===== src/verilog/lbhcs_pkg.sv =====
// constants, states and carriers for the local bus hold and chip select block
// Function
// - The bus request input may change at any time and is synchronized before the grant logic uses it.
// - The grant is raised only at the end of a final bus state or an idle state, never inside a cycle.
// - In the cycle the grant rises, the address/data bus and the bus controls are floated.
// - The other master holds its request for as long as it needs the bus, and the grant falls once the request is seen low.
// - After the grant falls, the bus and controls are driven again when the next own bus cycle starts.
// - The upper memory select goes low for memory references inside the programmed upper block.
// - The lower memory select goes low for memory references inside the programmed lower block.
// - Four mid-range selects each go low for memory references inside their part of the programmed mid-range region.
// - Five peripheral selects each go low for references to their programmed part of the peripheral area.
// - All memory and peripheral selects stay driven while another master holds the bus.
// - Two more pins act either as the sixth and seventh peripheral selects or as latched address bits 1 and 2.
// - In latched address mode those two pins keep the last latched value through a hold and never float.
// - The transceiver direction is low for data into the device and high while write data is driven.
// - The transceiver enable is low during each memory and I/O access and high whenever the direction changes.
// - After reset the transceiver enable is driven high for one clock and then floated, and it floats during a hold.
package lbhcs_pkg;

  localparam int          ADDR_W       = 20;
  localparam int          DATA_W       = 8;
  localparam int          KB_LSB       = 10; // 1K block granularity
  localparam int          MID_LSB      = 13; // 8K region granularity
  localparam int          MID_W        = ADDR_W - MID_LSB;
  localparam logic [4:0]  MID_IDX_BASE = 5'h0B; // quarter index sits at 11 + size code
  localparam int          PIDX_MSB     = 9;
  localparam int          PIDX_LSB     = 7; // 128-byte peripheral blocks
  localparam int          N_MID        = 4;
  localparam int          N_PERIPH     = 7;
  localparam int          SYNC_STAGES  = 2;
  localparam int          LAT_A1_BIT   = 1;
  localparam int          LAT_A2_BIT   = 2;
  localparam logic        XCVR_EN_RST  = 1'b1;

  // bus state sequencer
  typedef enum logic [2:0] {
    ST_IDLE  = 3'b000, // idle bus state
    ST_T1    = 3'b001,
    ST_T2    = 3'b010,
    ST_T3    = 3'b011,
    ST_T4    = 3'b100, // final bus state
    ST_HOLD  = 3'b101
  } lbhcs_state_t;

  // one bus cycle request from the core
  typedef struct packed {
    logic              is_mem;
    logic              is_write;
    logic [ADDR_W-1:0] addr;
    logic [DATA_W-1:0] wdata;
  } lbhcs_req_t;

  // range programming, held by the core's own control logic
  typedef struct packed {
    logic [ADDR_W-KB_LSB-1:0] upper_base;   // first 1K block of the upper region
    logic [ADDR_W-KB_LSB-1:0] lower_top;    // first 1K block above the lower region
    logic [MID_W-1:0]         mid_base;     // 8K-aligned mid-range base
    logic [2:0]               mid_size_log; // region is 8K shifted left by this
    logic [ADDR_W-KB_LSB-1:0] periph_base;  // 1K block of the peripheral area
    logic                     periph_in_io; // peripheral area in I/O space
    logic                     latch_addr_mode;
  } lbhcs_cfg_t;

  // active-high select decode
  typedef struct packed {
    logic                upper;
    logic                lower;
    logic [N_MID-1:0]    mid;
    logic [N_PERIPH-1:0] periph;
  } lbhcs_sel_t;

endpackage


===== src/verilog/lbhcs_sync.sv =====
// multi-stage level synchronizer for an asynchronous input
`timescale 1ns/100ps
`default_nettype none
module lbhcs_sync #(
  parameter int STAGES = 2
) (
  input  wire logic mclk,
  input  wire logic resetn,
  input  wire logic async_in,
  output var  logic sync_out
);

  logic [STAGES-1:0] chain;
  logic [STAGES-1:0] next_chain;

  // shift toward the last stage, only the last is read
  always_comb begin
    next_chain = {chain[STAGES-2:0], async_in};
  end

  always_ff @(posedge mclk or negedge resetn) begin
    if (!resetn) begin
      chain <= '0;
    end else begin
      chain <= next_chain;
    end
  end

  assign sync_out = chain[STAGES-1];

endmodule
`default_nettype wire


===== src/verilog/lbhcs_top.sv =====
// local bus hold handshake, chip select decode and transceiver control
`timescale 1ns/100ps
`default_nettype none
module lbhcs_top #(
  parameter int SYNC_STAGES = lbhcs_pkg::SYNC_STAGES
) (
  input  wire logic                            mclk,
  input  wire logic                            resetn,
  input  wire logic                            bus_request,
  output var  logic                            bus_grant_out,
  input  wire logic                            cyc_valid,
  output var  logic                            cyc_ready,
  input  wire lbhcs_pkg::lbhcs_req_t           cyc_req,
  output var  logic                            cyc_done,
  output var  logic [lbhcs_pkg::DATA_W-1:0]    cyc_rdata,
  input  wire lbhcs_pkg::lbhcs_cfg_t           cfg,
  output var  logic [lbhcs_pkg::ADDR_W-1:8]    lbus_addr_hi,
  output var  logic [lbhcs_pkg::DATA_W-1:0]    lbus_ad_out,
  input  wire logic [lbhcs_pkg::DATA_W-1:0]    lbus_ad_in,
  output var  logic                            lbus_addr_oe,
  output var  logic                            lbus_ad_oe,
  output var  logic                            lbus_ale,
  output var  logic                            lbus_read_n,
  output var  logic                            lbus_write_n,
  output var  logic                            lbus_ctrl_oe,
  output var  logic                            upper_mem_select_n,
  output var  logic                            lower_mem_select_n,
  output var  logic [lbhcs_pkg::N_MID-1:0]     midrange_mem_select_n,
  output var  logic [4:0]                      periph_select_n,
  output var  logic                            periph_sel5_or_latched_addr1,
  output var  logic                            periph_sel6_or_latched_addr2,
  output var  logic                            xcvr_direction,
  output var  logic                            xcvr_enable_n,
  output var  logic                            xcvr_enable_oe
);

  lbhcs_pkg::lbhcs_state_t st;
  lbhcs_pkg::lbhcs_state_t next_st;
  lbhcs_pkg::lbhcs_req_t   cur;
  lbhcs_pkg::lbhcs_req_t   next_cur;
  lbhcs_pkg::lbhcs_sel_t   sel;
  lbhcs_pkg::lbhcs_sel_t   next_sel;
  logic                    hold_s;
  logic                    drive;
  logic                    next_drive;
  logic                    rst_pulse;
  logic                    lat_a1;
  logic                    lat_a2;
  logic                    next_lat_a1;
  logic                    next_lat_a2;
  logic                    next_grant;
  logic                    next_dir;
  logic                    next_en_n;
  logic                    next_ale;
  logic                    next_rd_n;
  logic                    next_wr_n;
  logic [lbhcs_pkg::DATA_W-1:0] next_rdata;
  logic [lbhcs_pkg::DATA_W-1:0] next_ad;
  logic                    next_ad_oe;
  logic                    accept;
  logic                    next_in_cyc;

  // true for the four states of a running bus cycle
  function automatic logic in_cycle(input lbhcs_pkg::lbhcs_state_t s);
    return (s == lbhcs_pkg::ST_T1) || (s == lbhcs_pkg::ST_T2) ||
           (s == lbhcs_pkg::ST_T3) || (s == lbhcs_pkg::ST_T4);
  endfunction

  // address decode into active-high selects
  function automatic lbhcs_pkg::lbhcs_sel_t decode(input lbhcs_pkg::lbhcs_req_t r,
                                                   input lbhcs_pkg::lbhcs_cfg_t c);
    lbhcs_pkg::lbhcs_sel_t    d;
    logic [lbhcs_pkg::MID_W-1:0] msk;
    logic [4:0]               shamt;
    logic [1:0]               qidx;
    logic                     p_space;
    logic [2:0]               pidx;
    d       = '0;
    msk     = ~({lbhcs_pkg::MID_W{1'b1}} << c.mid_size_log);
    shamt   = lbhcs_pkg::MID_IDX_BASE + 5'(c.mid_size_log);
    qidx    = 2'(r.addr >> shamt);
    p_space = c.periph_in_io ? !r.is_mem : r.is_mem;
    pidx    = r.addr[lbhcs_pkg::PIDX_MSB:lbhcs_pkg::PIDX_LSB];
    d.upper = r.is_mem && (r.addr[lbhcs_pkg::ADDR_W-1:lbhcs_pkg::KB_LSB] >= c.upper_base);
    d.lower = r.is_mem && (r.addr[lbhcs_pkg::ADDR_W-1:lbhcs_pkg::KB_LSB] < c.lower_top);
    if (r.is_mem && ((r.addr[lbhcs_pkg::ADDR_W-1:lbhcs_pkg::MID_LSB] & ~msk) ==
                     (c.mid_base & ~msk))) begin
      d.mid[qidx] = 1'b1;
    end
    if (p_space && (r.addr[lbhcs_pkg::ADDR_W-1:lbhcs_pkg::KB_LSB] == c.periph_base)) begin
      for (int i = 0; i < lbhcs_pkg::N_PERIPH; i++) begin
        if (pidx == 3'(i)) begin
          d.periph[i] = 1'b1;
        end
      end
    end
    return d;
  endfunction

  lbhcs_sync #(
    .STAGES   (SYNC_STAGES)
  ) u_req_sync (
    .mclk     (mclk),
    .resetn   (resetn),
    .async_in (bus_request),
    .sync_out (hold_s)
  );

  // core may hand over a cycle in idle or the final state when no hold waits
  assign cyc_ready = ((st == lbhcs_pkg::ST_IDLE) || (st == lbhcs_pkg::ST_T4)) && !hold_s;
  assign accept    = cyc_ready && cyc_valid;
  assign cyc_done  = (st == lbhcs_pkg::ST_T4);

  // bus state sequencing and hold handshake
  always_comb begin
    next_st  = st;
    next_cur = cur;
    case (st)
      lbhcs_pkg::ST_IDLE,
      lbhcs_pkg::ST_T4: begin
        // hold is only entered from idle or the final state
        if (hold_s) begin
          next_st = lbhcs_pkg::ST_HOLD;
        end else if (accept) begin
          next_st  = lbhcs_pkg::ST_T1;
          next_cur = cyc_req;
        end else begin
          next_st = lbhcs_pkg::ST_IDLE;
        end
      end
      lbhcs_pkg::ST_T1: next_st = lbhcs_pkg::ST_T2;
      lbhcs_pkg::ST_T2: next_st = lbhcs_pkg::ST_T3;
      lbhcs_pkg::ST_T3: next_st = lbhcs_pkg::ST_T4;
      lbhcs_pkg::ST_HOLD: begin
        // release once the request is seen low
        if (!hold_s) begin
          next_st = lbhcs_pkg::ST_IDLE;
        end
      end
      default: next_st = lbhcs_pkg::ST_IDLE;
    endcase
  end

  // registered pin values derived from the next state
  always_comb begin
    next_in_cyc = in_cycle(next_st);
    next_grant  = (next_st == lbhcs_pkg::ST_HOLD);
    // drive again from the next own T1
    if (next_grant) begin
      next_drive = 1'b0;
    end else if (next_st == lbhcs_pkg::ST_T1) begin
      next_drive = 1'b1;
    end else begin
      next_drive = drive;
    end
    // selects only inside a running cycle
    next_sel    = next_in_cyc ? decode(next_cur, cfg) : '0;
    // address bits latched at the start of each cycle, kept otherwise
    next_lat_a1 = (next_st == lbhcs_pkg::ST_T1) ? next_cur.addr[lbhcs_pkg::LAT_A1_BIT] : lat_a1;
    next_lat_a2 = (next_st == lbhcs_pkg::ST_T1) ? next_cur.addr[lbhcs_pkg::LAT_A2_BIT] : lat_a2;
    // high only while a write cycle runs
    next_dir    = next_in_cyc && next_cur.is_write;
    // enable only in the data states, so the direction moves while it is high
    next_en_n   = !((next_st == lbhcs_pkg::ST_T2) || (next_st == lbhcs_pkg::ST_T3));
    next_ale    = (next_st == lbhcs_pkg::ST_T1);
    next_rd_n   = !(!next_en_n && !next_cur.is_write);
    next_wr_n   = !(!next_en_n && next_cur.is_write);
    if (next_st == lbhcs_pkg::ST_T1) begin
      next_ad    = next_cur.addr[lbhcs_pkg::DATA_W-1:0];
      next_ad_oe = next_drive;
    end else if (next_in_cyc && next_cur.is_write) begin
      next_ad    = next_cur.wdata;
      next_ad_oe = next_drive;
    end else begin
      next_ad    = '0;
      next_ad_oe = 1'b0;
    end
    next_rdata  = (st == lbhcs_pkg::ST_T3 && !cur.is_write) ? lbus_ad_in : cyc_rdata;
  end

  // state and pin registers
  always_ff @(posedge mclk or negedge resetn) begin
    if (!resetn) begin
      st             <= lbhcs_pkg::ST_IDLE;
      cur            <= '0;
      sel            <= '0;
      drive          <= 1'b0;
      rst_pulse      <= 1'b1;
      lat_a1         <= 1'b0;
      lat_a2         <= 1'b0;
      bus_grant_out  <= 1'b0;
      xcvr_direction <= 1'b0;
      xcvr_enable_n  <= lbhcs_pkg::XCVR_EN_RST;
      lbus_ale       <= 1'b0;
      lbus_read_n    <= 1'b1;
      lbus_write_n   <= 1'b1;
      lbus_ad_out    <= '0;
      lbus_ad_oe     <= 1'b0;
      cyc_rdata      <= '0;
    end else begin
      st             <= next_st;
      cur            <= next_cur;
      sel            <= next_sel;
      drive          <= next_drive;
      rst_pulse      <= 1'b0;
      lat_a1         <= next_lat_a1;
      lat_a2         <= next_lat_a2;
      bus_grant_out  <= next_grant;
      xcvr_direction <= next_dir;
      xcvr_enable_n  <= next_en_n;
      lbus_ale       <= next_ale;
      lbus_read_n    <= next_rd_n;
      lbus_write_n   <= next_wr_n;
      lbus_ad_out    <= next_ad;
      lbus_ad_oe     <= next_ad_oe;
      cyc_rdata      <= next_rdata;
    end
  end

  // address and control float with the drive flag
  assign lbus_addr_hi = cur.addr[lbhcs_pkg::ADDR_W-1:8];
  assign lbus_addr_oe = drive;
  assign lbus_ctrl_oe = drive;

  // selects have no enable and are always driven
  assign upper_mem_select_n    = !sel.upper;
  assign lower_mem_select_n    = !sel.lower;
  assign midrange_mem_select_n = ~sel.mid;
  assign periph_select_n       = ~sel.periph[4:0];

  // two pins shared between selects and latched address
  // latched value is held through a hold
  assign periph_sel5_or_latched_addr1 = cfg.latch_addr_mode ? lat_a1 : !sel.periph[5];
  assign periph_sel6_or_latched_addr2 = cfg.latch_addr_mode ? lat_a2 : !sel.periph[6];

  // one driven clock after reset, then floated until the first own cycle and during a hold
  assign xcvr_enable_oe = rst_pulse || drive;
endmodule
`default_nettype wire


===== config.mk =====
export PLATFORM = sky130hd
export DESIGN_NAME = lbhcs_top
export DESIGN_NICKNAME = d
export VERILOG_FILES = /design/src/verilog/lbhcs_pkg.sv /design/src/verilog/lbhcs_sync.sv /design/src/verilog/lbhcs_top.sv
export SDC_FILE = /design/constraint.sdc
export NUM_CORES = 1
export LEC_CHECK = 0
export BUFFER_PORTS_ARGS = -buffer_cell sky130_fd_sc_hd__buf_4
export CAP_MARGIN = 20
export CORE_ASPECT_RATIO = 0.6
export CORE_MARGIN = 2
export CORE_UTILIZATION = 53
export DETAILED_ROUTE_END_ITERATION = 8
export HOLD_SLACK_MARGIN = 0.08
export PLACE_DENSITY = 0.95
export SLEW_MARGIN = 25
export SYNTH_ARGS = -nofsm -noshare
export SYNTH_HDL_FRONTEND = slang
export SYNTH_SLANG_ARGS = --single-unit

===== constraint.sdc =====
create_clock -name mclk -period 6.25 [get_ports mclk]
set_clock_uncertainty 0.1 [all_clocks]
set_input_delay 1.5625 -clock mclk [delete_from_list [all_inputs] [get_ports mclk]]
set_output_delay 1.5625 -clock mclk [all_outputs]
set_load 0.02 [all_outputs]

### Yosys cells after proc, flatten, opt, wreduce, memory -nomap -nowiden

Cells that the tools add are included.

* output and inout port bits: 53
* logic and storage cells: 113
* input bits: 84
* register bits: 75

* add/sub/neg operators: 1
* equality and inequality tests: 18
* muxes and demuxes: 28
* reduce and logical (&&, ||, !) cells: 31
* bitwise operators: 6
* $lt $le $gt $ge: 4
* shift-type cells: 2

Operator list (number)
* 30-bit two-way mux: 3
* 3-bit equality test (second input constant): 7
* 20-bit by 5-bit >> shifter with 2-bit output: 1
* 3-bit by 2-bit equality test with 1-bit output (second input constant): 6
* 1-bit two-way mux: 16
* 8-bit two-way mux: 2
* 3-bit one-hot mux with 5 select lines: 1
* 7-bit AND: 2
* 7-bit inverter: 2
* 13-bit two-way mux: 1
* 1-bit logical AND: 11
* 1-bit zero test: 11
* 10-bit equality test: 1
* 10-bit greater-or-equal comparator: 1
* 10-bit < comparator: 1
* 3-bit by 1-bit equality test with 1-bit output (second input constant): 3
* 7-bit equality test: 1
* 7-bit two-way mux: 1
* 7-bit by 3-bit left shift with 7-bit output (first input constant): 1
* 3-bit zero test: 2
* 1-bit logical OR: 6
* 3-bit two-way mux: 2
* 4-bit by 3-bit adder with 5-bit output (first input constant): 1
* 5-bit inverter: 1
* 6 further kinds: 6

### Longest topological paths before layout

Gate-level depths: netlist of the first run.

* depth after elaboration: 14
* depth in mapped cells: 12

### Modules after synthesis

From an unflattened synthesis of the first run, not the netlist that was laid out.

* cell total of the unflattened synthesis: 355
* area, all modules: 3574.7 sq um

By module, submodules not included
* lbhcs_top: area an instance 3524.6 sq um, seq. area each 1656.6 sq um, times used 1, cells an instance 353
* lbhcs_sync: area an instance 50.0 sq um, seq. area each 50.0 sq um, times used 1, cells an instance 2

### Worst setup path before layout of the first run

No wires, ideal clock.

* path kind: input to register
* from: in cyc_valid
* to: reg sel[11] (netlist bit)
* path buffers: 2
* stages: 9
* setup slack: 2320 ps
* required time: 6025 ps
* library setup time: 125 ps
* arrival: 3705 ps
* path through: or4b_4 buf_6 buf_6 mux2i_1 inv_1 ha_1 a2111oi_0 a2111oi_0 a2111oi_0

RTL lines
* start, declared: line lbhcs_top.sv:11 `input wire logic cyc_valid,`
* end signal, assigned: line lbhcs_top.sv:203 `sel <= next_sel;`
* end, declared: line lbhcs_top.sv:41 `lbhcs_pkg::lbhcs_sel_t sel;`

==> results.md, run 1 <==
- Register-to-register setup slack: around 2.4 ns
- Post-CTS setup buffers: 0
- Area used by multi-input combinational logic: between 0.0015 and 0.002 mm2
- Fin Setup TNS: 0 ns
- Worst Tran Pin Value: between 0.8 and 0.9 ns
- DRT Pass-1 Iters: 5
- Synthesis Warnings: 0
- Slew HR: 0.4472
- # setup viols final: 0
- RSZ-0062 raised after global routing: false
- Ratio of cells with drive above 1 in the final layout: 0.3683
- Layout Utilization: 0.7455
- CTS sink count: 68
- Min cycle time layout: 4.586 ns
- Most frequent cells in the layout: buf_4, dfrtp_1, nand2_1
- Die ar.: between 0.007 and 0.008 mm2
- CP endpoint kind: flop
- P_leak: 2.572 nW
- Post-synth EDFFs: 0
- Worst R2R Start: st[1]
- CTS root buf: clkbuf_16
- Total GRT Usage: 0.2679
- Synth Cell Area: around 0.0036 mm2
- Crit path DAT: 4.69 ns
- Clk pin slew, worst setup/hold paths: 0.06 ns
- Largest net degree at the start of global routing: just under 70
- Ys async rst share: 1.000
- Clock Path Buffers: 2
- Global placer's final weighted congestion: about 0.9
- DIE HEIGHT: approximately 68 um
- WS Path Type: in -> reg
- Drt total wl: ~9800 um
- HP Class: reg -> reg
- Cells after synthesis: 360
- Hold_sp: u_req_sync.chain[0]
- Cell area power density: 483.0 mW/mm2
- Post-CTS sizing: 0
- Final hold vios: 0
- Placed Area: 0.004606 mm2
- CTS tree: yes
- Most common cell after layout, fill and taps aside: buf_4
- Post-cts hold buffer count: 0
- Synth-to-Final Area Change: 36.56%
- Nets: ~600
- Ys flop type: dfrtp_1
- R2R depth: 8
- Crit Path Max Fanout: 32
- Syn avg cell area: about 10 um2
- Core area: ~0.0067 mm2
- Starting Density: 0.5459
- Syn nets: between 400 and 500
- Post-synthesis sequential area ratio: 0.4682
- Finished Cell Area: 0.004977 mm2
- Iter 0 DRT Violations: 150
- Final worst path period share: 0.7337
- Required @ worst endpoint: 6.35 ns
- PortBufs: between 100 and 150
- HPWL after DPL: a little over 7000 um
- Drt wl/cell: roughly 17 um
- Max VDD drop: around 240 uV
- Vias in the first global route: 3067
- Status: finished, final reports clean
- Hold depth: 0
- Initial antenna violation count: 0
- Final ANT Viol Nets: 0
- Drc violations: 0
- TritonCTS Buffers: 9
- Sequential cell area: roughly 0.0017 mm2
- Number of synthesized register bits: just under 70
- Max-Cap Viols: 0
- FP Rows: 23
- FILL cells: between 400 and 500
- FMAX: 218.1 MHz
- Clock Latency Late Sink: approximately 0.33 ns
- Max Slew Vio Count: 0
- Htree depth: 3
- CP startpoint kind: input pin
- Netlist cell types: between 50 and 60
- Die X: 111.1 um
- Critical path launch point: cyc_valid
- Via Count: 3079
- Number of antenna diodes: 0
- Global-route wire length before repair: 15170 um
- Grt ovf: 0
- Vias per inst: about 5.4
- Boundary pin count: between 100 and 150
## area by class of cell
type                    count  share of cell area
clock inverters             7             0.02941
flip-flops and latches     68              0.3429
well taps                  87             0.02187
multi-input cells         220              0.3208
inverters                  46             0.03469
clock buffers               9             0.04525
repair buffers            136              0.2051
## worst max-delay path: stages
cell       delay, ns
buf_4           0.08
or4b_4          0.69
inv_2           0.52
mux2i_1         0.55
inv_1           0.18
ha_1            0.22
a2111oi_0       0.39
a2111oi_0       0.18
a2111oi_0       0.30
## cell families after synthesis
logic type	after synthesis	share of synthesized area
simple gates	115	0.1552
buf+inv	72	0.09371
flops	68	0.4682
compound gates	49	0.09715
mux	26	0.09646
fa+ha+maj	18	0.06179
xor+xnor	11	0.02643
other cells	1	0.001029
## final timing paths
path,end
max in group asynchronous,cyc_rdata[4]
min,u_req_sync.chain[1]
min in group asynchronous,sel[9]
min reg2reg,u_req_sync.chain[1]
max,sel[11]
max reg2reg,sel[11]
## sequential cells by signal, summed over array words and instances, names as in the netlist, 2 cells and up
register / cells
sel: 13
lbus_addr_hi: 12
cur: 11
cyc_rdata: 8
lbus_ad_out: 8
st: 3
u_req_sync.chain: 2
## where the power goes
| group | internal (mW) | total, mW | leakage [nW] | switching, mW |
|---|---|---|---|---|
| sequential | 0.603 | 0.711 | 0.857 | 0.108 |
| combinational | 0.451 | 1.06 | 1.53 | 0.611 |
| clock | 0.433 | 0.631 | 0.181 | 0.197 |
## synth_stat cells, types with 5 or more instances
master    count  area [um2]
mux2i_1       9       90.09
a21o_1        5       37.54
nor2_1       15       56.30
clkbuf_1      9       33.78
nor3_1       13       65.06
mux2_2       10       112.6
buf_4        13       97.59
nand2_1      53       198.9
dfrtp_1      64        1602
inv_1        45       168.9
a21oi_1       8       40.04
xnor2_1      11       96.34
ha_1         18       225.2
o21ai_0       9       45.04
a32o_1        8       80.08
nand2b_1      5       31.28
## metal layers
layer | vias up | track usage | share of wire
met5 | - | 0 | 0
met2 | 148 | 0.4456 | 0.47
met3 | 17 | 0.1019 | 0.093
met1 | 1466 | 0.3377 | 0.43
li1 | 1448 | - | -
met4 | 0 | 0.07407 | 0.012
## metrics by stage
step                total power, mW  setup WS (ns)  hold slack (ns)  instances
floorplan                     1.423          2.320           0.2312        360
global placement              1.700          1.638           0.2326        557
detailed placement            1.751          1.494           0.2372        557
CTS                           2.400          1.747           0.2488        573
global route                  2.541          1.526           0.2627        573
finish                        2.404          1.664           0.2554        573
Power figures use the tool's default switching activity.
==> run 2, diff against run 1 <==
--- a/config.mk
+++ b/config.mk
@@ -9,10 +9,10 @@
 export CAP_MARGIN = 20
 export CORE_ASPECT_RATIO = 0.6
 export CORE_MARGIN = 2
-export CORE_UTILIZATION = 53
+export CORE_UTILIZATION = 44
 export DETAILED_ROUTE_END_ITERATION = 8
 export HOLD_SLACK_MARGIN = 0.08
-export PLACE_DENSITY = 0.95
+export PLACE_DENSITY = 0.88
 export SLEW_MARGIN = 25
 export SYNTH_ARGS = -nofsm -noshare
 export SYNTH_HDL_FRONTEND = slang
==> constraint.sdc (replaced) <==
create_clock -name mclk -period 4.1 [get_ports mclk]
set_clock_uncertainty 0.1 [all_clocks]
set_input_delay 1.025 -clock mclk [delete_from_list [all_inputs] [get_ports mclk]]
set_output_delay 1.025 -clock mclk [all_outputs]
set_load 0.02 [all_outputs]
==> results.md, run 2 (same netlist as run 1, synthesis figures left out) <==
- FP Rows: 25 (+8.7%)
- Htree depth: 3 (unchanged)
- Area used by multi-input combinational logic: 0.001597 mm2 (unchanged)
- Final worst path period share: 0.8859
- Vias per inst: 5.166 (-3.9%)
- Status: finished, final reports clean
- CTS tree: yes
- Clock power frac: 0.225 (-0.037)
- Part of the power in registers: 0.311 (+0.015)
- HPWL after DPL: 7673 um (+7.4%)
- DIE HEIGHT: 74.50 um (+9.2%)
- Ratio of cells with drive above 1 in the final layout: 0.3722 (+0.003875)
- Global-route wire length before repair: 15230 um (+0.36%)
- Drc violations: 0 (unchanged)
- Die ar.: 0.009052 mm2 (+19%)
- Fin Setup TNS: 0 ns (unchanged)
- Final hold vios: 0 (unchanged)
- Worst reg2reg path endpoint: sel[11]
- Clock Path Buffers: 2 (unchanged)
- Max VDD drop: 372.6 uV (+56%)
- Most frequent cells in the layout: buf_4, dfrtp_1, nand2_1
- CTS root buf: clkbuf_16
- NetSw: 1.389 mW (+51%)
- Hold depth: 0 (unchanged)
- FMAX: 275.3 MHz
- Cell area power density: 704.8 mW/mm2 (+46%)
- Number of antenna diodes: 0 (unchanged)
- Worst R2R Start: st[1]
- PortBufs: 136 (unchanged)
- Post-cts hold buffer count: 0 (unchanged)
- Slew HR: 0.4299 (-0.01733)
- Via Count: 3084 (+0.16%)
- R2R depth: 7 (-1)
- Iter 0 DRT Violations: 198 (+32%)
- Post-CTS sizing: 0 (unchanged)
- Drt total wl: 9935 um (+1.9%)
- Starting Density: 0.4587 (-0.08717)
- Switching share of power: 0.3969 (+0.01564)
- Grt ovf: 0 (unchanged)
- DRT Pass-1 Iters: 5 (unchanged)
- Final ANT Viol Nets: 0 (unchanged)
- # setup viols final: 0 (unchanged)
- Vias in the first global route: 3027 (-1.3%)
- Drt wl/cell: 16.64 um (-2.2%)
- Synth-to-Final Area Change: 36.18%
- Worst Tran Pin Value: 0.8520 ns (+0.02285 ns)
- Sequential cell area: 0.001707 mm2 (unchanged)
- Max Slew Vio Count: 0 (unchanged)
- Core area: 0.007945 mm2 (+19%)
- Largest register FFs: 13 (unchanged)
- CP endpoint kind: flop
- Die X: 121.5 um (+9.4%)
- Largest Register: sel
- Required @ worst endpoint: 4.19 ns (-2.16 ns)
- P_leak: 2.559 nW (-0.50%)
- CP startpoint kind: input pin
- TritonCTS Buffers: 9 (unchanged)
- Global placer's final weighted congestion: 0.9696 (+7.5%)
- Total power: 3.499 mW (+46%)
- Post-CTS setup buffers: 0 (unchanged)
- Clock Latency Late Sink: 0.33 ns (about the same)
- Final WS setup: 0.4678 ns (-1.197 ns)
- Largest net degree at the start of global routing: 69 (unchanged)
- FILL cells: 671 (+43%)
- RSZ-0062 raised after global routing: false
- Critical path launch point: cyc_valid
- CTS sink count: 68 (unchanged)
- Int Pwr: 2.110 mW (+42%)
- Total GRT Usage: 0.2226 (-0.04528)
- Register-to-register setup slack: 0.65 ns (-1.75 ns)
- Most common cell after layout, fill and taps aside: buf_4
- Max-Cap Viols: 0 (unchanged)
- Dpl ws: 0.1873 ns (-1.307 ns)
- Initial antenna violation count: 0 (unchanged)
- Boundary pin count: 137 (unchanged)
- Nets: 586 (+0.51%)
- Crit Path Max Fanout: 15 (-53%)
- Crit path DAT: 3.72 ns (-0.97 ns)
- Clk pin slew, worst setup/hold paths: 0.06 ns (about the same)
- Min cycle time layout: about 3.6 ns
- Logic pwr share: 0.464 (+0.022)
- HP Class: reg -> reg
- WS Path Type: in -> reg
- Crit path to: sel[11]
run 2: area by class of cell:
class | count | share of cell area
timing repair buffer | 139 | 0.2102
multi-input combinational | 220 | 0.3217
tap | 108 | 0.02722
inverter | 46 | 0.03479
clock buffer | 10 | 0.04815
sequential | 68 | 0.3438
clock inverter | 6 | 0.01412
run 2: per-layer routing:
metal / part of all wire / track usage / wire length [um] / up-vias
met5: 0 / 0 / 0 / -
met4: 0.0090 / 0.06003 / 89 / 0
met3: 0.078 / 0.05752 / 774 / 12
met2: 0.47 / 0.3608 / 4688 / 151
met1: 0.44 / 0.3025 / 4383 / 1463
li1: - / - / - / 1458
run 2: power groups by stage:
stage                     Combinational, mW  Clock (mW)  Sequential [mW]
after floorplan                        1.02           0             1.15
final                                  1.62       0.787             1.09
after CTS                              1.62       0.801             1.09
after detailed placement               1.61           0             1.09
after global routing                   1.76       0.834             1.12
after global placement                 1.54           0             1.08
run 2: stage by stage:
stage	cells	hold WS, ns	utilization	instance area, um2
CTS	597	0.2488	0.6247	4964
detailed placement	581	0.2355	0.5858	4654
floorplan	360	0.2312	-	3645
global placement	581	0.2332	0.5858	4654
finish	597	0.2477	0.6247	4964
global route	597	0.2602	0.6247	4964
run 2: worst min path at each step:
stage / from / end / slack, ns
floorplan: u_req_sync.chain[0] / u_req_sync.chain[1] / 0.23
global placement: u_req_sync.chain[0] / u_req_sync.chain[1] / 0.23
detailed placement: u_req_sync.chain[0] / u_req_sync.chain[1] / 0.24
CTS: u_req_sync.chain[0] / u_req_sync.chain[1] / 0.25
global route: u_req_sync.chain[0] / u_req_sync.chain[1] / 0.26
finish: u_req_sync.chain[0] / u_req_sync.chain[1] / 0.25
run 2: worst max-delay path: stages:
cell       delay [ns]
buf_4            0.09
or4b_4           0.62
mux2i_1          0.51
inv_1            0.21
ha_1             0.26
a2111oi_0        0.48
a2111oi_0        0.18
a2111oi_0        0.33
